<file path="src/rtl/btts_pkg.sv">
// Constants, register map and types of the bus traffic tracer
package btts_pkg;
  localparam int NM = 8;
  localparam int MID_W = 3;
  localparam int AW = 8;
  // ****************************************
  // Register byte offsets
  // ****************************************
  localparam logic [AW-1:0] OFS_CTRL = 8'h00;
  localparam logic [AW-1:0] OFS_ADDR_LO = 8'h04;
  localparam logic [AW-1:0] OFS_ADDR_HI = 8'h08;
  localparam logic [AW-1:0] OFS_GROUP0 = 8'h0C;
  localparam logic [AW-1:0] OFS_GROUP1 = 8'h10;
  localparam logic [AW-1:0] OFS_WIN_LEN = 8'h14;
  localparam logic [AW-1:0] OFS_TP0 = 8'h18;
  localparam logic [AW-1:0] OFS_TP1 = 8'h1C;
  localparam logic [AW-1:0] OFS_WAIT = 8'h20;
  localparam logic [AW-1:0] OFS_GRANT = 8'h24;
  localparam logic [AW-1:0] OFS_INT_STS = 8'h28;
  localparam logic [AW-1:0] OFS_INT_MASK = 8'h2C;
  // ****************************************
  // Control fields
  // ****************************************
  localparam int CTRL_W = 10;
  localparam int C_TRACE_EN = 0;
  localparam int C_DIR_FILT = 1;
  localparam int C_DIR_WRITE = 2;
  localparam int C_ADDR_FILT = 3;
  localparam int C_AUTO_EXP = 4;
  localparam int C_EXP_STATUS = 5;
  localparam int C_EXP_EVENT = 6;
  localparam int C_EXP_STATS = 7;
  localparam int C_XTRIG0 = 8;
  localparam int C_XTRIG1 = 9;
  localparam logic [CTRL_W-1:0] CTRL_RST = 10'h000;
  localparam int INT_W = 2;
  localparam int I_WIN = 0;
  localparam int I_DROP = 1;
  localparam logic [31:0] WIN_LEN_RST = 32'h0000_0400;
  localparam logic [31:0] ADDR_HI_RST = 32'hFFFF_FFFF;
  localparam logic [1:0] EXP_LAST = 2'h3;
  // ****************************************
  // Types
  // ****************************************
  typedef enum logic [1:0] {
    TYPE_STATUS = 2'b00,
    TYPE_EVENT = 2'b01,
    TYPE_STATS = 2'b10
  } btts_msg_e;
  typedef enum logic [0:0] {
    ST_IDLE = 1'b0,
    ST_EXPORT = 1'b1
  } btts_exp_e;
endpackage

</file>
<file path="src/rtl/btts_top.sv">
// Bus traffic tracer with window statistics for one watched slave
//
// The register offsets and the APB slave port were chosen for this implementation.
`timescale 1ns/1ps
module btts_top
  import btts_pkg::*;
(
  input wire logic CORE_CLK_I,
  input wire logic RESET_I,
  input wire logic PSEL_I,
  input wire logic PENABLE_I,
  input wire logic PWRITE_I,
  input wire logic [AW-1:0] PADDR_I,
  input wire logic [31:0] PWDATA_I,
  output logic [31:0] PRDATA_O,
  output logic PREADY_O,
  output logic PSLVERR_O,
  input wire logic [NM-1:0] MON_REQ_I,
  input wire logic MON_GNT_I,
  input wire logic [MID_W-1:0] MON_GNT_MID_I,
  input wire logic [31:0] MON_ADDR_I,
  input wire logic MON_WRITE_I,
  input wire logic [15:0] MON_BYTES_I,
  input wire logic MON_DONE_I,
  input wire logic [MID_W-1:0] MON_DONE_MID_I,
  input wire logic TRIG_START_I,
  input wire logic TRIG_STOP_I,
  output logic XTRIG0_O,
  output logic XTRIG1_O,
  output logic TRACE_VALID_O,
  output logic [1:0] TRACE_TYPE_O,
  output logic [31:0] TRACE_DATA_O,
  input wire logic TRACE_READY_I,
  output logic IRQ_O
);
  // ****************************************
  // Trigger pin synchronisers
  // ****************************************
  logic [1:0] start_sync_q;
  logic [1:0] stop_sync_q;
  logic start_dly_q;
  logic stop_dly_q;
  always_ff @(posedge CORE_CLK_I) begin
    if (RESET_I) begin
      start_sync_q <= 2'h0;
      stop_sync_q <= 2'h0;
      start_dly_q <= 1'b0;
      stop_dly_q <= 1'b0;
    end else begin
      start_sync_q <= {start_sync_q[0], TRIG_START_I};
      stop_sync_q <= {stop_sync_q[0], TRIG_STOP_I};
      start_dly_q <= start_sync_q[1];
      stop_dly_q <= stop_sync_q[1];
    end
  end
  wire start_pulse = start_sync_q[1] & ~start_dly_q;
  wire stop_pulse = stop_sync_q[1] & ~stop_dly_q;

  // ****************************************
  // APB decode
  // ****************************************
  logic [CTRL_W-1:0] ctrl_q;
  logic [CTRL_W-1:0] ctrl_d;
  logic [31:0] addr_lo_q;
  logic [31:0] addr_hi_q;
  logic [NM-1:0] grp0_q;
  logic [NM-1:0] grp1_q;
  logic [31:0] win_len_q;
  logic [31:0] lat_tp0_q;
  logic [31:0] lat_tp1_q;
  logic [31:0] lat_wait_q;
  logic [31:0] lat_gnt_q;
  logic [INT_W-1:0] sts_q;
  logic [INT_W-1:0] sts_d;
  logic [INT_W-1:0] mask_q;
  logic [31:0] prdata_q;

  wire apb_setup = PSEL_I & ~PENABLE_I;
  wire apb_wr = PSEL_I & PENABLE_I & PWRITE_I;
  wire sel_ctrl = PADDR_I == OFS_CTRL;
  wire sel_alo = PADDR_I == OFS_ADDR_LO;
  wire sel_ahi = PADDR_I == OFS_ADDR_HI;
  wire sel_g0 = PADDR_I == OFS_GROUP0;
  wire sel_g1 = PADDR_I == OFS_GROUP1;
  wire sel_win = PADDR_I == OFS_WIN_LEN;
  wire sel_tp0 = PADDR_I == OFS_TP0;
  wire sel_tp1 = PADDR_I == OFS_TP1;
  wire sel_wait = PADDR_I == OFS_WAIT;
  wire sel_gnt = PADDR_I == OFS_GRANT;
  wire sel_sts = PADDR_I == OFS_INT_STS;
  wire sel_mask = PADDR_I == OFS_INT_MASK;
  wire addr_hit = sel_ctrl | sel_alo | sel_ahi | sel_g0 | sel_g1 | sel_win | sel_tp0 |
                  sel_tp1 | sel_wait | sel_gnt | sel_sts | sel_mask;
  wire [31:0] rd_mux = sel_ctrl ? {{(32-CTRL_W){1'b0}}, ctrl_q} :
                       sel_alo ? addr_lo_q :
                       sel_ahi ? addr_hi_q :
                       sel_g0 ? {{(32-NM){1'b0}}, grp0_q} :
                       sel_g1 ? {{(32-NM){1'b0}}, grp1_q} :
                       sel_win ? win_len_q :
                       sel_tp0 ? lat_tp0_q :
                       sel_tp1 ? lat_tp1_q :
                       sel_wait ? lat_wait_q :
                       sel_gnt ? lat_gnt_q :
                       sel_sts ? {{(32-INT_W){1'b0}}, sts_q} :
                       sel_mask ? {{(32-INT_W){1'b0}}, mask_q} : 32'h0;
  // Zero wait states; read data is captured in the setup cycle
  assign PREADY_O = 1'b1;
  assign PSLVERR_O = PSEL_I & PENABLE_I & ~addr_hit;
  assign PRDATA_O = prdata_q;

  always_comb begin
    ctrl_d = ctrl_q;
    if (apb_wr && sel_ctrl) begin
      ctrl_d = PWDATA_I[CTRL_W-1:0];
    end
    if (start_pulse) begin
      ctrl_d[C_TRACE_EN] = 1'b1;
    end else if (stop_pulse) begin
      ctrl_d[C_TRACE_EN] = 1'b0;
    end
  end

  always_ff @(posedge CORE_CLK_I) begin
    if (RESET_I) begin
      ctrl_q <= CTRL_RST;
      addr_lo_q <= 32'h0;
      addr_hi_q <= ADDR_HI_RST;
      grp0_q <= '0;
      grp1_q <= '0;
      win_len_q <= WIN_LEN_RST;
      mask_q <= '0;
      prdata_q <= 32'h0;
    end else begin
      ctrl_q <= ctrl_d;
      if (apb_wr && sel_alo) addr_lo_q <= PWDATA_I;
      if (apb_wr && sel_ahi) addr_hi_q <= PWDATA_I;
      if (apb_wr && sel_g0) grp0_q <= PWDATA_I[NM-1:0];
      if (apb_wr && sel_g1) grp1_q <= PWDATA_I[NM-1:0];
      if (apb_wr && sel_win) win_len_q <= PWDATA_I;
      if (apb_wr && sel_mask) mask_q <= PWDATA_I[INT_W-1:0];
      if (apb_setup) prdata_q <= rd_mux;
    end
  end

  // ****************************************
  // Qualifier filters and attribute table
  // ****************************************
  // direction and address range
  wire dir_ok = ~ctrl_q[C_DIR_FILT] | (MON_WRITE_I == ctrl_q[C_DIR_WRITE]);
  wire addr_ok = ~ctrl_q[C_ADDR_FILT] | ((MON_ADDR_I >= addr_lo_q) & (MON_ADDR_I <= addr_hi_q));
  wire gnt_qual = dir_ok & addr_ok;

  // Completion carries no address, so the grant-time verdict is kept per master
  logic [NM-1:0] tab_qual_q;
  logic [NM-1:0] tab_wr_q;
  logic [26:0] tab_addr_q [NM];
  genvar gi;
  generate
    for (gi = 0; gi < NM; gi++) begin : g_tab
      wire hit = MON_GNT_I && (MON_GNT_MID_I == MID_W'(gi));
      always_ff @(posedge CORE_CLK_I) begin
        if (RESET_I) begin
          tab_qual_q[gi] <= 1'b0;
          tab_wr_q[gi] <= 1'b0;
          tab_addr_q[gi] <= 27'h0;
        end else if (hit) begin
          tab_qual_q[gi] <= gnt_qual;
          tab_wr_q[gi] <= MON_WRITE_I;
          tab_addr_q[gi] <= MON_ADDR_I[26:0];
        end
      end
    end
  endgenerate

  wire ev_arb = MON_GNT_I & gnt_qual;
  wire ev_done = MON_DONE_I & tab_qual_q[MON_DONE_MID_I];

  // ****************************************
  // Statistics counters
  // ****************************************
  logic win_exp;
  btts_window_timer u_timer (
    .clk_i(CORE_CLK_I),
    .rst_i(RESET_I),
    .restart_i(apb_wr & sel_win),
    .len_i(win_len_q),
    .expire_o(win_exp)
  );

  logic [31:0] run_tp0_q;
  logic [31:0] run_tp1_q;
  logic [31:0] run_wait_q;
  logic [31:0] run_gnt_q;
  wire [31:0] bytes = {16'h0, MON_BYTES_I};
  // bytes counted at initiation, per group
  wire [31:0] inc_tp0 = (ev_arb && grp0_q[MON_GNT_MID_I]) ? bytes : 32'h0;
  wire [31:0] inc_tp1 = (ev_arb && grp1_q[MON_GNT_MID_I]) ? bytes : 32'h0;
  wire [31:0] inc_wait = {31'h0, |MON_REQ_I};
  wire [31:0] inc_gnt = {31'h0, MON_GNT_I};
  wire [31:0] sum_tp0 = run_tp0_q + inc_tp0;
  wire [31:0] sum_tp1 = run_tp1_q + inc_tp1;
  wire [31:0] sum_wait = run_wait_q + inc_wait;
  wire [31:0] sum_gnt = run_gnt_q + inc_gnt;

  // latch on expiry and restart from zero
  always_ff @(posedge CORE_CLK_I) begin
    if (RESET_I) begin
      run_tp0_q <= 32'h0;
      run_tp1_q <= 32'h0;
      run_wait_q <= 32'h0;
      run_gnt_q <= 32'h0;
    end else begin
      run_tp0_q <= win_exp ? 32'h0 : sum_tp0;
      run_tp1_q <= win_exp ? 32'h0 : sum_tp1;
      run_wait_q <= win_exp ? 32'h0 : sum_wait;
      run_gnt_q <= win_exp ? 32'h0 : sum_gnt;
    end
  end

  // latched values change only at expiry
  always_ff @(posedge CORE_CLK_I) begin
    if (RESET_I) begin
      lat_tp0_q <= 32'h0;
      lat_tp1_q <= 32'h0;
      lat_wait_q <= 32'h0;
      lat_gnt_q <= 32'h0;
    end else if (win_exp) begin
      lat_tp0_q <= sum_tp0;
      lat_tp1_q <= sum_tp1;
      lat_wait_q <= sum_wait;
      lat_gnt_q <= sum_gnt;
    end
  end

  // ****************************************
  // Trace sink output
  // ****************************************
  btts_exp_e st_q;
  btts_exp_e st_d;
  logic [1:0] idx_q;
  logic [1:0] idx_d;
  logic sts_pend_q;
  logic tv_q;
  logic [1:0] tt_q;
  logic [31:0] td_q;
  logic [1:0] xtrig_q;

  wire trace_on = ctrl_q[C_TRACE_EN] & ctrl_q[C_EXP_EVENT];
  wire out_free = ~tv_q | TRACE_READY_I;
  wire exporting = st_q == ST_EXPORT;
  wire exp_go = win_exp & ctrl_q[C_AUTO_EXP] & ctrl_q[C_EXP_STATS];
  wire ev_want = trace_on & (ev_arb | ev_done);
  wire send_stat = exporting & out_free;
  wire send_ev = ev_want & out_free & ~exporting;
  wire send_sts = sts_pend_q & out_free & ~exporting & ~ev_want;
  wire ev_drop = ev_want & (~send_ev | (ev_arb & ev_done));
  wire sts_chg = (ctrl_d[C_TRACE_EN] != ctrl_q[C_TRACE_EN]) & ctrl_q[C_EXP_STATUS];
  wire [31:0] ev_rec = ev_done ?
      {1'b1, tab_wr_q[MON_DONE_MID_I], MON_DONE_MID_I, tab_addr_q[MON_DONE_MID_I]} :
      {1'b0, MON_WRITE_I, MON_GNT_MID_I, MON_ADDR_I[26:0]};
  wire [31:0] stat_word = (idx_q == 2'h0) ? lat_tp0_q :
                          (idx_q == 2'h1) ? lat_tp1_q :
                          (idx_q == 2'h2) ? lat_wait_q : lat_gnt_q;

  always_comb begin
    st_d = st_q;
    idx_d = idx_q;
    case (st_q)
      ST_IDLE: begin
        idx_d = 2'h0;
        if (exp_go) st_d = ST_EXPORT;
      end
      ST_EXPORT: begin
        if (exp_go) begin
          idx_d = 2'h0;
        end else if (send_stat) begin
          idx_d = idx_q + 2'h1;
          if (idx_q == EXP_LAST) st_d = ST_IDLE;
        end
      end
      default: begin
        st_d = ST_IDLE;
        idx_d = 2'h0;
      end
    endcase
  end

  always_ff @(posedge CORE_CLK_I) begin
    if (RESET_I) begin
      st_q <= ST_IDLE;
      idx_q <= 2'h0;
      sts_pend_q <= 1'b0;
      tv_q <= 1'b0;
      tt_q <= TYPE_STATUS;
      td_q <= 32'h0;
      xtrig_q <= 2'h0;
    end else begin
      st_q <= st_d;
      idx_q <= idx_d;
      sts_pend_q <= sts_chg | (sts_pend_q & ~send_sts);
      xtrig_q <= {ctrl_q[C_XTRIG1], ctrl_q[C_XTRIG0]} & {2{ev_arb | ev_done}};
      if (send_stat) begin
        tv_q <= 1'b1;
        tt_q <= TYPE_STATS;
        td_q <= stat_word;
      end else if (send_ev) begin
        tv_q <= 1'b1;
        tt_q <= TYPE_EVENT;
        td_q <= ev_rec;
      end else if (send_sts) begin
        tv_q <= 1'b1;
        tt_q <= TYPE_STATUS;
        td_q <= {31'h0, ctrl_q[C_TRACE_EN]};
      end else if (TRACE_READY_I) begin
        tv_q <= 1'b0;
      end
    end
  end
  assign TRACE_VALID_O = tv_q;
  assign TRACE_TYPE_O = tt_q;
  assign TRACE_DATA_O = td_q;
  assign XTRIG0_O = xtrig_q[0];
  assign XTRIG1_O = xtrig_q[1];

  // ****************************************
  // Interrupt status
  // ****************************************
  // sticky window and drop flags, set beats clear
  assign sts_d = (sts_q & ~((apb_wr && sel_sts) ? PWDATA_I[INT_W-1:0] : {INT_W{1'b0}})) |
                 {ev_drop, win_exp};
  always_ff @(posedge CORE_CLK_I) begin
    if (RESET_I) begin
      sts_q <= '0;
    end else begin
      sts_q <= sts_d;
    end
  end
  assign IRQ_O = |(sts_q & mask_q);
endmodule // btts_top

</file>
<file path="src/rtl/btts_window_timer.sv">
// Repeating fixed-length measurement window timer
`timescale 1ns/1ps
module btts_window_timer
  import btts_pkg::*;
(
  input wire logic clk_i,
  input wire logic rst_i,
  input wire logic restart_i,
  input wire logic [31:0] len_i,
  output logic expire_o
);
  logic [31:0] cnt_q;
  logic [31:0] cnt_d;
  wire last_cycle = (len_i == 32'h0) || (cnt_q >= len_i - 32'h1);

  assign expire_o = last_cycle & ~restart_i;
  assign cnt_d = (last_cycle | restart_i) ? 32'h0 : cnt_q + 32'h1;

  always_ff @(posedge clk_i) begin
    if (rst_i) begin
      cnt_q <= 32'h0;
    end else begin
      cnt_q <= cnt_d;
    end
  end
endmodule // btts_window_timer

</file>
<file path="config.mk">
export PLATFORM = sky130hd
export DESIGN_NAME = btts_top
export DESIGN_NICKNAME = d
export VERILOG_FILES = /design/src/rtl/btts_pkg.sv /design/src/rtl/btts_top.sv /design/src/rtl/btts_window_timer.sv
export SDC_FILE = /design/constraint.sdc
export NUM_CORES = 2
export LEC_CHECK = 0
export ABC_AREA = 1
export BUFFER_PORTS_ARGS = -buffer_cell sky130_fd_sc_hd__buf_2
export CORE_ASPECT_RATIO = 2
export CORE_MARGIN = 3
export CORE_UTILIZATION = 40
export CTS_CLUSTER_SIZE = 12
export DETAILED_ROUTE_END_ITERATION = 10
export GPL_TIMING_DRIVEN = 0
export HOLD_SLACK_MARGIN = 0.06
export SLEW_MARGIN = 15
export SYNTH_ARGS = -nofsm -noshare
export SYNTH_HDL_FRONTEND = slang
export SYNTH_HIERARCHICAL = 1
export SYNTH_SLANG_ARGS = --single-unit
</file>
<file path="constraint.sdc">
create_clock -name CORE_CLK_I -period 9.1 [get_ports CORE_CLK_I]
set_input_delay 1.82 -clock CORE_CLK_I [delete_from_list [all_inputs] [get_ports CORE_CLK_I]]
set_output_delay 1.82 -clock CORE_CLK_I [all_outputs]
set_load 0.005 [all_outputs]
</file>
==> impl_metrics.toml <==
[timing]
slew_violations = 0
worst_hold_slack_ns = 0.429
rsz0062_at_grt = "no"
worstMarginPinSlew_ns = 1.28
finalCritPeriodShare = 0.753
max_freq_ghz = 0.146
tns_ns = 0
skew_ns = 0.0347
hold_violations = 0
fin_crit_ns = 6.85
setup_viol = 0
relSlewSlack = 0.149

[worst_hold_path]
hp-start = "start_sync_q[1]"
hp-class = "flop to flop"
whs_endpoint = "start_dly_q"
holdPathStages = 2

[finish]
largest_reg_flops = 216
largest-register = "tab_addr_q"
fillers = 9269
syn_to_final_growth_pct = 13.5
drive_above_1_share = 0.0869
final_nets = 5206

[clock_network]
postCtsHoldBufs = 0
clockRootBuffer = "clkbuf_16"
cts_tree = "done"
clk_latency_ns = 0.68
cts_buffers = 72
htreeDepth = 3
cts_setup_buffers = 0
cts.path.max_buffers = 3
postCtsResizedCells = 0
clkTransAtPathRegs_ns = 0.06
cts_sinks = 725

[floorplanning]
die-area_sq_um = 95400
pin_count = 185
start_util = 0.404
dieHeight_microns = 434
coreArea_sq_um = 90600
die_w_microns = 220
row_count = 156

[detailed_routing]
wl_per_cell_microns = 24.1
wirelength_mm = 149
drtIter0Drc = 3071
vias_per_cell = 5.52
first_pass_iters = 8
via_count = 34200
drc_errors = 0
ant_nets = 0

[logic_synthesis]
synth_warnings = 6
synthAdderAreaFrac = 0.0483
synth_top_family_by_area = "simple AND/OR/NAND/NOR gates"
synth_compound_area_frac = 0.161
ys_top_cells_by_area = "dfxtp_1 28%, edfxtp_1 18%, nand2_1 8.5%"
yosysTopAreaCell = "dfxtp_1"
post-synth-top-count-cell = "nand2_1"
syn_area_sq_um = 36600
synth-simple-area-share = 0.215
ys_ff_latch = 725
synth-edff-count = 216
syn-num-nets = 4939
synthCells = 4686
synthMuxAreaShare = 0
async_flop_share = 0
synth.avg_cell_area_sq_um = 7.81
yosys-top-cells-count = "831 x nand2_1, 737 x nor2_1, 509 x dfxtp_1"
yosysUniqueCellTypes = 59
synth_seq_area_share = 0.456
synth_xor_area_frac = 0.0388
yosysTopAreaCellShare = 0.278
yosys_most_used_dff = "dfxtp_1"

[worst_setup_path]
max_stage_delay_ns = 0.43
reg2reg_depth = 19
cp.arrival_ns = 7.36
crit_top_cell = "nand2_1"
worstSetupPathType = "input pin to flop"
r2r_slack_ns = 3.29
crit_path_top_delay_cell = "ha_1"
cp.required_ns = 9.61
start_kind = "input pin"
end_kind = "flop"
r2r-end = "lat_tp0_q[0]"
cpLargestDelayFamily = "simple AND/OR/NAND/NOR gates"
path_max_fanout = 10
path_buf_inv = 6
reg2reg_from = "win_len_q[0]"

[placement]
portBuffers = 181
gp_congestion = 1.05
dp_hpwl_mm = 118

[power]
ir_worst_vdd_uv = 116
total_power_mw = 6.93
p_leak_nw = 16.7
p_per_area_nw_per_um2 = 167

[outcome]
status = "complete, no violations"

[flow_run]
drv_cap = 0

[global_route]
grt_pass1_vias = 33600
grt_pass1_wl_mm = 215
grt_overflow = 0
antenna_found_initial = 12
grt_use_total = 0.310
grt_max_degree = 20
-- placed cells by master, fill, tap and decap left out, types with 10 or more instances in the layout --
cell type	Yosys	final
inv_1	483	483
diode_2	0	12
o21ai_1	59	58
ha_1	138	138
nand3_1	78	78
nor2_2	20	21
o211ai_1	62	62
a21o_1	12	12
o22ai_1	104	104
clkinv_1	31	31
a21oi_1	326	326
buf_2	27	208
nor3_1	50	50
dfxtp_1	509	509
nor2_4	10	10
nand2_1	831	831
clkbuf_1	183	214
xor2_1	97	97
nand4_1	79	79
edfxtp_1	216	216
nor2_1	737	736
o221ai_1	25	25
o21ai_0	348	340
clkbuf_16	0	74
xnor2_1	65	65
a221oi_1	57	56
inv_2	16	16
-- kinds of logic after synthesis --
logic type               count (synthesis)
other                                    1
XOR/XNOR                               162
flip-flops                             725
AND/OR/NAND/NOR                       1867
buffers and inverters                  764
adder cells (fa/ha/maj)                140
AO/OA/AOI/OAI                         1027
-- per-stage QoR --
step | util | setup slack, ns | instance area (sq um) | instances
global route | 0.458 | 2.01 | 41500 | 6188
floorplan | - | 3.71 | 36600 | 4686
finish | 0.459 | 2.25 | 41500 | 6194
CTS | 0.458 | 2.40 | 41500 | 6181
detailed placement | 0.434 | 1.72 | 39300 | 6063
global placement | 0.430 | 1.36 | 39000 | 6052
-- worst reg2reg max path: stages (launching register included) --
cell,delay [ns]
dfxtp_1,0.34
inv_1,0.15
ha_1,0.22
nand2_2,0.12
nor3_4,0.37
nand4_2,0.22
xnor2_1,0.20
inv_1,0.06
ha_1,0.27
nand2_1,0.06
nor2_1,0.14
nand4_1,0.15
nor3_1,0.31
nand2_1,0.14
a21oi_1,0.80
nor2_2,0.40
inv_1,0.20
clkbuf_1,0.61
clkbuf_1,0.76
o22ai_1,0.14
-- area by class of cell --
class	count	area, sq um	area share
tap	1185	1480	0.0357
buffer	233	996	0.0240
sequential	725	16700	0.401
timing repair buffer	193	1160	0.0278
multi-input combinational	3197	17000	0.410
clock inverter	6	108	0.00259
clock buffer	112	2060	0.0497
antenna	12	30.0	0.000723
inverter	531	2000	0.0480
-- where the power goes --
part	total (mW)	switching (mW)	internal, mW	leakage [nW]
sequential	3.44	0.0301	3.41	6.20
clock	2.93	1.34	1.59	1.05
combinational	0.553	0.406	0.147	9.42
total	6.93	1.78	5.15	16.7
-- how the worst max path moves through the flow --
stage	cells past startpoint	startpoint	end
global placement	4	MON_GNT_MID_I[2]	tab_addr_q[2][21]
detailed placement	28	MON_ADDR_I[0]	lat_tp0_q[20]
global route	28	MON_ADDR_I[0]	lat_tp0_q[20]
CTS	28	MON_ADDR_I[0]	lat_tp0_q[20]
finish	28	MON_ADDR_I[0]	lat_tp0_q[20]
floorplan	34	MON_ADDR_I[0]	lat_tp0_q[20]
-- routing by layer --
metal | part of all wire | track usage
met5 | 0.00033 | 0
met4 | 0.12 | 0.296
met3 | 0.065 | 0.0570
met2 | 0.48 | 0.532
met1 | 0.33 | 0.309
No activity file was read; power rests on OpenSTA's default activity.
